`src/pkg/epc_regs.vh`:
```
// Constants for the programmer that drives a 16K x 8 programmable read-only memory.
// Assumes one 125 MHz clock; EPC_PULSE_CYC, EPC_SETUP_CYC and EPC_ACCESS_CYC below are in cycles of that clock.
//
// What the document requires
// Device drives addressed byte when chip and output enables low, normal supply.
// Chip enabled, output enable high: device floats its data lines.
// Chip enable high puts the device in standby with data floating.
// Raised supply, output off, chip on, burn strobe low: device programs.
// Programmer presents the whole byte on eight data lines while programming.
// Burn strobe falls only after address and data stand stable, held through.
// Pulses last 100 microseconds, each followed by read-back of the byte.
// At most 10 pulses per byte; still failing after tenth means byte failed.
// Verify with raised supply, chip and output on, strobe high: byte driven.
// Chip enable or strobe high under raised supply inhibits programming.
// After the run, every location is re-read at normal supply and compared; the code re-reads only the location named by each check command.
// Blank device reads all ones; programming only clears bits.
// On one-time parts a cleared bit stays cleared forever.
// Locations may be programmed in any order; parallel devices together.
// Elevated voltage on id address pin selects identifier bytes.
// Id select low gives maker code, high gives device type code.
// Host holds all other address inputs low while reading identifiers.
// Array holds 16384 bytes of eight bits, fourteen address inputs.
// On good verify move to next address; stop and report on failed byte.
`ifndef EPC_REGS_VH
`define EPC_REGS_VH

`define EPC_ADDR_W 14
`define EPC_DATA_W 8
`define EPC_CLK_MHZ 125
`define EPC_PULSE_US 100
`define EPC_PULSE_CYC (`EPC_PULSE_US * `EPC_CLK_MHZ)
`define EPC_MAX_PULSES 4'hA
`define EPC_SETUP_CYC 8'h04
`define EPC_ACCESS_CYC 8'h20
`define EPC_ID_MFG_SEL 1'b0
`define EPC_ID_DEV_SEL 1'b1

`endif

```
`src/rtl/epc_prog.v`:
```
// Programmer controller: reads, programs with pulse-and-verify, checks the addressed location
// afterwards on each check command and reads identifier bytes of the memory on its pins.
// Assumes the memory's data lines are resolved outside from data_oe.
`include "epc_regs.vh"
module epc_prog #(
  parameter PULSE_CYC = `EPC_PULSE_CYC
) (
  // Clock and reset
  input wire ref_clk,
  input wire rst,
  input wire clk_en,
  // User command port
  input wire cmd_valid,
  input wire [1:0] cmd_op,
  input wire [13:0] cmd_addr,
  input wire [7:0] cmd_data,
  input wire cmd_last,
  output reg cmd_ready_q,
  output reg rsp_valid_q,
  output reg [7:0] rsp_data_q,
  output reg rsp_err_q,
  output reg [3:0] rsp_pulses_q,
  // Memory pins
  output reg [13:0] addr_in_q,
  output reg chip_on_n_q,
  output reg output_on_n_q,
  output reg burn_pulse_n_q,
  output reg vpp_high_q,
  output reg vcc_high_q,
  output reg id_hv_q,
  output reg [7:0] data_out_q,
  output reg data_oe_q,
  input wire [7:0] data_in
);
  // ------------------------------------------------------------------
  // Commands and states
  // ------------------------------------------------------------------
  localparam OP_READ = 2'h0;
  localparam OP_PROG = 2'h1;
  localparam OP_CHECK = 2'h2;
  localparam OP_ID = 2'h3;
  localparam S_IDLE = 7'h01;
  localparam S_SETUP = 7'h02;
  localparam S_PULSE = 7'h04;
  localparam S_VFY = 7'h08;
  localparam S_READ = 7'h10;
  localparam S_DONE = 7'h20;
  localparam S_HALT = 7'h40;
  localparam [16:0] PULSE_LD = PULSE_CYC[16:0];

  reg [6:0] state_q;
  reg [1:0] op_q;
  reg [7:0] want_q;
  reg last_q;
  reg [3:0] pulses_q;
  reg tm_load;
  reg [16:0] tm_val;
  wire tm_done;

  epc_timer u_timer (
    .ref_clk(ref_clk),
    .rst(rst),
    .clk_en(clk_en),
    .load(tm_load),
    .load_val(tm_val),
    .done_q(tm_done)
  );

  always @* begin
    tm_load = 1'b0;
    tm_val = {9'h000, `EPC_SETUP_CYC};
    if (clk_en) begin
      case (state_q)
        S_IDLE: begin
          tm_load = cmd_valid & cmd_ready_q;
          tm_val = {9'h000, `EPC_SETUP_CYC};
        end
        S_SETUP: begin
          tm_load = tm_done;
          tm_val = (op_q == OP_PROG) ? PULSE_LD : {9'h000, `EPC_ACCESS_CYC};
        end
        S_PULSE: begin
          tm_load = tm_done;
          tm_val = {9'h000, `EPC_ACCESS_CYC};
        end
        S_VFY: begin
          tm_load = tm_done & (data_in != want_q) & (pulses_q != `EPC_MAX_PULSES);
          tm_val = {9'h000, `EPC_SETUP_CYC};
        end
        default: begin
          tm_load = 1'b0;
        end
      endcase
    end
  end

  // ------------------------------------------------------------------
  // Sequencer
  // ------------------------------------------------------------------
  always @(posedge ref_clk or posedge rst) begin
    if (rst) begin
      state_q <= S_IDLE;
      op_q <= OP_READ;
      want_q <= 8'hFF;
      last_q <= 1'b0;
      pulses_q <= 4'h0;
      cmd_ready_q <= 1'b1;
      rsp_valid_q <= 1'b0;
      rsp_data_q <= 8'h00;
      rsp_err_q <= 1'b0;
      rsp_pulses_q <= 4'h0;
      addr_in_q <= 14'h0000;
      chip_on_n_q <= 1'b1;
      output_on_n_q <= 1'b1;
      burn_pulse_n_q <= 1'b1;
      vpp_high_q <= 1'b0;
      vcc_high_q <= 1'b0;
      id_hv_q <= 1'b0;
      data_out_q <= 8'hFF;
      data_oe_q <= 1'b0;
    end else if (clk_en) begin
      rsp_valid_q <= 1'b0;
      case (state_q)
        S_IDLE: begin
          if (cmd_valid & cmd_ready_q) begin
            cmd_ready_q <= 1'b0;
            op_q <= cmd_op;
            want_q <= cmd_data;
            last_q <= cmd_last;
            pulses_q <= 4'h0;
            chip_on_n_q <= 1'b0;
            state_q <= S_SETUP;
            if (cmd_op == OP_ID) begin
              // other lines low
              addr_in_q <= {13'h0000, cmd_addr[0]};
              // id voltage
              id_hv_q <= 1'b1;
            end else begin
              // any order
              addr_in_q <= cmd_addr;
            end
            if (cmd_op == OP_PROG) begin
              vpp_high_q <= 1'b1;
              vcc_high_q <= 1'b1;
              // full byte driven
              data_out_q <= cmd_data;
              data_oe_q <= 1'b1;
            end else begin
              // normal supplies
              vpp_high_q <= 1'b0;
              vcc_high_q <= 1'b0;
              output_on_n_q <= 1'b0;
            end
          end
        end
        S_SETUP: begin
          // stable before strobe
          if (tm_done) begin
            if (op_q == OP_PROG) begin
              // start pulse
              burn_pulse_n_q <= 1'b0;
              pulses_q <= pulses_q + 4'h1;
              state_q <= S_PULSE;
            end else begin
              state_q <= S_READ;
            end
          end
        end
        S_PULSE: begin
          if (tm_done) begin
            // read back after pulse
            burn_pulse_n_q <= 1'b1;
            data_oe_q <= 1'b0;
            output_on_n_q <= 1'b0;
            state_q <= S_VFY;
          end
        end
        S_VFY: begin
          if (tm_done) begin
            if (data_in == want_q) begin
              // byte good
              state_q <= S_DONE;
              rsp_err_q <= 1'b0;
            end else if (pulses_q == `EPC_MAX_PULSES) begin
              // tenth pulse failed
              state_q <= S_HALT;
              rsp_err_q <= 1'b1;
            end else begin
              output_on_n_q <= 1'b1;
              data_oe_q <= 1'b1;
              state_q <= S_SETUP;
            end
            rsp_data_q <= data_in;
          end
        end
        S_READ: begin
          if (tm_done) begin
            rsp_data_q <= data_in;
            // compare at normal level
            rsp_err_q <= (op_q == OP_CHECK) && (data_in != want_q);
            state_q <= ((op_q == OP_CHECK) && (data_in != want_q)) ? S_HALT : S_DONE;
          end
        end
        S_DONE: begin
          rsp_valid_q <= 1'b1;
          rsp_pulses_q <= pulses_q;
          chip_on_n_q <= 1'b1;
          output_on_n_q <= 1'b1;
          id_hv_q <= 1'b0;
          data_oe_q <= 1'b0;
          if (last_q) begin
            vpp_high_q <= 1'b0;
            vcc_high_q <= 1'b0;
          end
          cmd_ready_q <= 1'b1;
          state_q <= S_IDLE;
        end
        S_HALT: begin
          // stop on failure
          rsp_valid_q <= ~cmd_ready_q & ~rsp_valid_q & (chip_on_n_q == 1'b0);
          rsp_pulses_q <= pulses_q;
          chip_on_n_q <= 1'b1;
          output_on_n_q <= 1'b1;
          burn_pulse_n_q <= 1'b1;
          vpp_high_q <= 1'b0;
          vcc_high_q <= 1'b0;
          id_hv_q <= 1'b0;
          data_oe_q <= 1'b0;
        end
        default: begin
          state_q <= S_IDLE;
          cmd_ready_q <= 1'b1;
        end
      endcase
    end
  end
endmodule

```
`src/rtl/epc_timer.v`:
```
// Down-counter used by the programmer for strobe widths and access waits.
// Assumes the load is taken only while the counter is idle or to restart it.
module epc_timer (
  // Clock and reset
  input wire ref_clk,
  input wire rst,
  input wire clk_en,
  // Control
  input wire load,
  input wire [16:0] load_val,
  output reg done_q
);
  reg [16:0] cnt_q;

  always @(posedge ref_clk or posedge rst) begin
    if (rst) begin
      cnt_q <= 17'h00000;
      done_q <= 1'b0;
    end else if (clk_en) begin
      if (load) begin
        cnt_q <= load_val;
        done_q <= 1'b0;
      end else if (cnt_q != 17'h00000) begin
        cnt_q <= cnt_q - 17'h00001;
        done_q <= (cnt_q == 17'h00001);
      end else begin
        done_q <= 1'b0;
      end
    end
  end
endmodule

```
`config.mk`:
```
export PLATFORM = sky130hd
export DESIGN_NAME = epc_prog
export DESIGN_NICKNAME = d
export VERILOG_FILES = /design/src/rtl/epc_prog.v /design/src/rtl/epc_timer.v
export VERILOG_INCLUDE_DIRS = /design/src /design/src/pkg
export SDC_FILE = /design/constraint.sdc
export NUM_CORES = 1
export LEC_CHECK = 0
export BUFFER_PORTS_ARGS = -buffer_cell sky130_fd_sc_hd__buf_2
export CORE_AREA = 2 2 88 90
export CTS_BUF_LIST = sky130_fd_sc_hd__clkbuf_8
export DETAILED_ROUTE_END_ITERATION = 10
export DIE_AREA = 0 0 90 92
export GPL_ROUTABILITY_DRIVEN = 0
export GPL_TIMING_DRIVEN = 0
export PLACE_DENSITY = 0.83
export SYNTH_ARGS = -nofsm -noshare
export SYNTH_HDL_FRONTEND = slang
export SYNTH_SLANG_ARGS = --single-unit
```
`constraint.sdc`:
```
create_clock -name ref_clk -period 4.85 [get_ports ref_clk]
set_input_delay 0.97 -clock ref_clk [delete_from_list [all_inputs] [get_ports ref_clk]]
set_output_delay 0.97 -clock ref_clk [all_outputs]
set_load 0.02 [all_outputs]
```
==> flow_summary.ini <==
[worst_setup_path]
crit_fanout = 8
setup.worst_path.class = in2reg
critical_path_required_ns = 5.14
r2r_slack_ns = 2.41
worstSetupEndpointType = flip-flop
setup.worst_path.start_class = primary input
arrival_ns = 2.95

[finish]
antenna_cells = 0
n_fill_cell = 594
nets = 547
drive_gt1_frac = 0.317
fin_util = 0.670
synthToLayoutAreaGrowth_pct = 17.6

[logic_synthesis]
ys_ff_latch = 83
yosysMostFrequentCell = nand2_1
synth_top_area_share = 0.366
synth_cells = 415
syn_area_per_cell_um2 = 10.2
ys.flop_type = dfrtp_1
synth_largest_area_cell = dfrtp_1
synth_cell_type_count = 67
synthArstFlopShare = 1.00
synth_compound_area_frac = 0.114
yosysWarningCount = 0
synth.area.top_cells = dfrtp_1 37%, dfstp_2 13%, nand2_1 6.7%, mux2_2 6.1%, nand3_1 2.7%
synth_top_family_by_area = simple AND/OR/NAND/NOR gates
syn_nets = 456
ys_top_cells_by_count = 76 x nand2_1, 62 x dfrtp_1, 23 x mux2_2, 23 x nand3_1, 22 x nor2_1
synth-simple-area-share = 0.218
synth_edf_count = 0
mappedNetlistArea_um2 = 4240
synth_xor_xnor_area_share = 0.0454
ys_seq_area_frac = 0.496
yosys.area_share.adder = 0.0118
muxShareOfSynthArea = 0.0811

[timing]
slew_violations = 0
tightest_slew_ns = 0.759
fin_crit_ns = 2.67
setup_tns_ns = 0
finalCritPeriodShare = 0.550
fin_hold_ws_ns = 0.467
max_freq_mhz = 375
rsz0062_at_grt = no
slew_headroom = 0.489
hold_viol = 0
skew_ns = 0.00959
setup_viol = 0

[drt]
routed.top_layer = met4
antenna_left = 0
via_count = 3447
wl_met2_mm = 4.64
drt_wl_total_mm = 9.45
drt_iter0_drc = 358
firstDrtPassIters = 4
wl_met3_um = 661
wl_met1_mm = 3.97
viasPerCell = 5.62
wl_per_cell_um = 15.4
drc_errors = 0

[clock_network]
clk_pin_slew_ns = 0.09
clock_path_buffers = 2
cts_resized = 0
htree_levels = 3
cts_hold_buf = 0
clk_latency_ns = 0.36
numCtsBuffers = 9
postCtsSetupBuffers = 0
cts_sinks = 83
cts_tree = done
clockRootBuffer = clkbuf_8

[die]
rows = 32
initial_core_util = 0.570
dieArea_um2 = 8280
dieHeight_um = 92
core_area_um2 = 7450
ios = 81
die_w_um = 90

[grt]
grt_pass1_wl_mm = 15.6
grt_start_max_net_pins = 54
grt_remaining_overflow = 0
grt_pass1_vias = 3334
grt_usage = 0.234
antenna_found_initial = 0

[placed_design]
hpwl_mm = 6.94
portBuffers = 79

[pwr]
p_leak_nw = 2.43
vdd_drop_max_mv = 0.318
powerDensity_nw_per_um2 = 570

[worst_hold_path]
hold_path_class = reg2reg

[run]
cap_violations = 0

[run_status]
status = completed
-- cells by family after synthesis --
group	count (synthesis)
adders and majority gates	4
AOI/OAI and AO/OA	62
muxes	31
xor gates and xnor gates	22
buffers and inverters	34
DFF	83
and+or+nand+nor	179
-- stage by stage --
| step | power, W | cell area [um^2] | worst slack (ns) | cells |
|---|---|---|---|---|
| floorplan | 0.00201 | 4240 | 1.78 | 415 |
| global placement | 0.00229 | 4770 | 0.875 | 596 |
| finish | 0.00284 | 4990 | 2.18 | 613 |
| detailed placement | 0.00235 | 4800 | 1.84 | 597 |
| global route | 0.00303 | 4990 | 2.03 | 613 |
| CTS | 0.00285 | 4990 | 2.21 | 613 |
-- worst max-delay path: stages --
cell      delay (ns)
clkbuf_1        0.34
inv_1           0.23
a31oi_1         0.55
o211ai_2        0.31
or3_1           0.40
a21oi_1         0.14
-- final timing paths --
check	startpoint	to	cells after the start
max	clk_en	pulses_q[3]	6
min	addr_in_q[7]	addr_in_q[7]	2
max reg2reg	state_q[0]	u_timer.cnt_q[6]	6
min reg2reg	addr_in_q[7]	addr_in_q[7]	2
max in group asynchronous	rst	burn_pulse_n_q	3
min in group asynchronous	rst	rsp_data_q[0]	2
-- power by group --
group          switching (W)  total (W)  internal, W  leakage (nW)
Sequential          0.000182    0.00116     0.000976          1.03
Clock               0.000254   0.000491     0.000237         0.101
Combinational       0.000733    0.00119     0.000461          1.30
-- routing by layer --
metal  vias to the layer above  global-route usage
li1                       1643                   -
met1                      1658               0.297
met2                       124               0.385
met3                        22              0.0641
met4                         0              0.0910
met5                         -                   0
-- area by class of cell --
cell class / instances / area (um^2) / share of cell area
plain buffers: 17 / 81.3 / 0.0163
multi-input cells: 298 / 2000 / 0.400
well taps: 102 / 128 / 0.0256
inverters: 17 / 66.3 / 0.0133
clock buffers: 9 / 124 / 0.0248
clock inverters: 7 / 68.8 / 0.0138
flip-flops and latches: 83 / 2100 / 0.422
repair buffers: 80 / 423 / 0.0848
-- flip-flops by register name, indices dropped and copies added, names as in the netlist --
register        cells
pulses_q            4
rsp_data_q          8
u_timer.done_q      1
u_timer.cnt_q      17
last_q              1
data_out_q          8
state_q             7
rsp_err_q           1
rsp_valid_q         1
vcc_high_q          1
addr_in_q          14
rsp_pulses_q        4
want_q              8
output_on_n_q       1
cmd_ready_q         1
op_q                2
data_oe_q           1
id_hv_q             1
burn_pulse_n_q      1
chip_on_n_q         1
-- placed cells by master, fill, tap and decap left out, types with 4 or more instances in the layout --
| cell type | count |
|---|---|
| buf_2 | 84 |
| nand2_1 | 76 |
| dfrtp_1 | 62 |
| nand3_1 | 23 |
| mux2_2 | 23 |
| nor2_1 | 22 |
| dfstp_2 | 21 |
| inv_1 | 17 |
| o21ai_0 | 14 |
| xor2_1 | 12 |
| xnor2_1 | 10 |
| clkbuf_8 | 9 |
| clkbuf_1 | 8 |
| nor4_1 | 7 |
| nand4_1 | 7 |
| mux2i_1 | 7 |
| nor3_1 | 6 |
| a21oi_1 | 6 |
| nand2b_1 | 5 |
| or3_1 | 5 |
| o21a_1 | 5 |
| or4_1 | 4 |
| and2_1 | 4 |
| ha_1 | 4 |
Power figures use the tool's default switching activity.
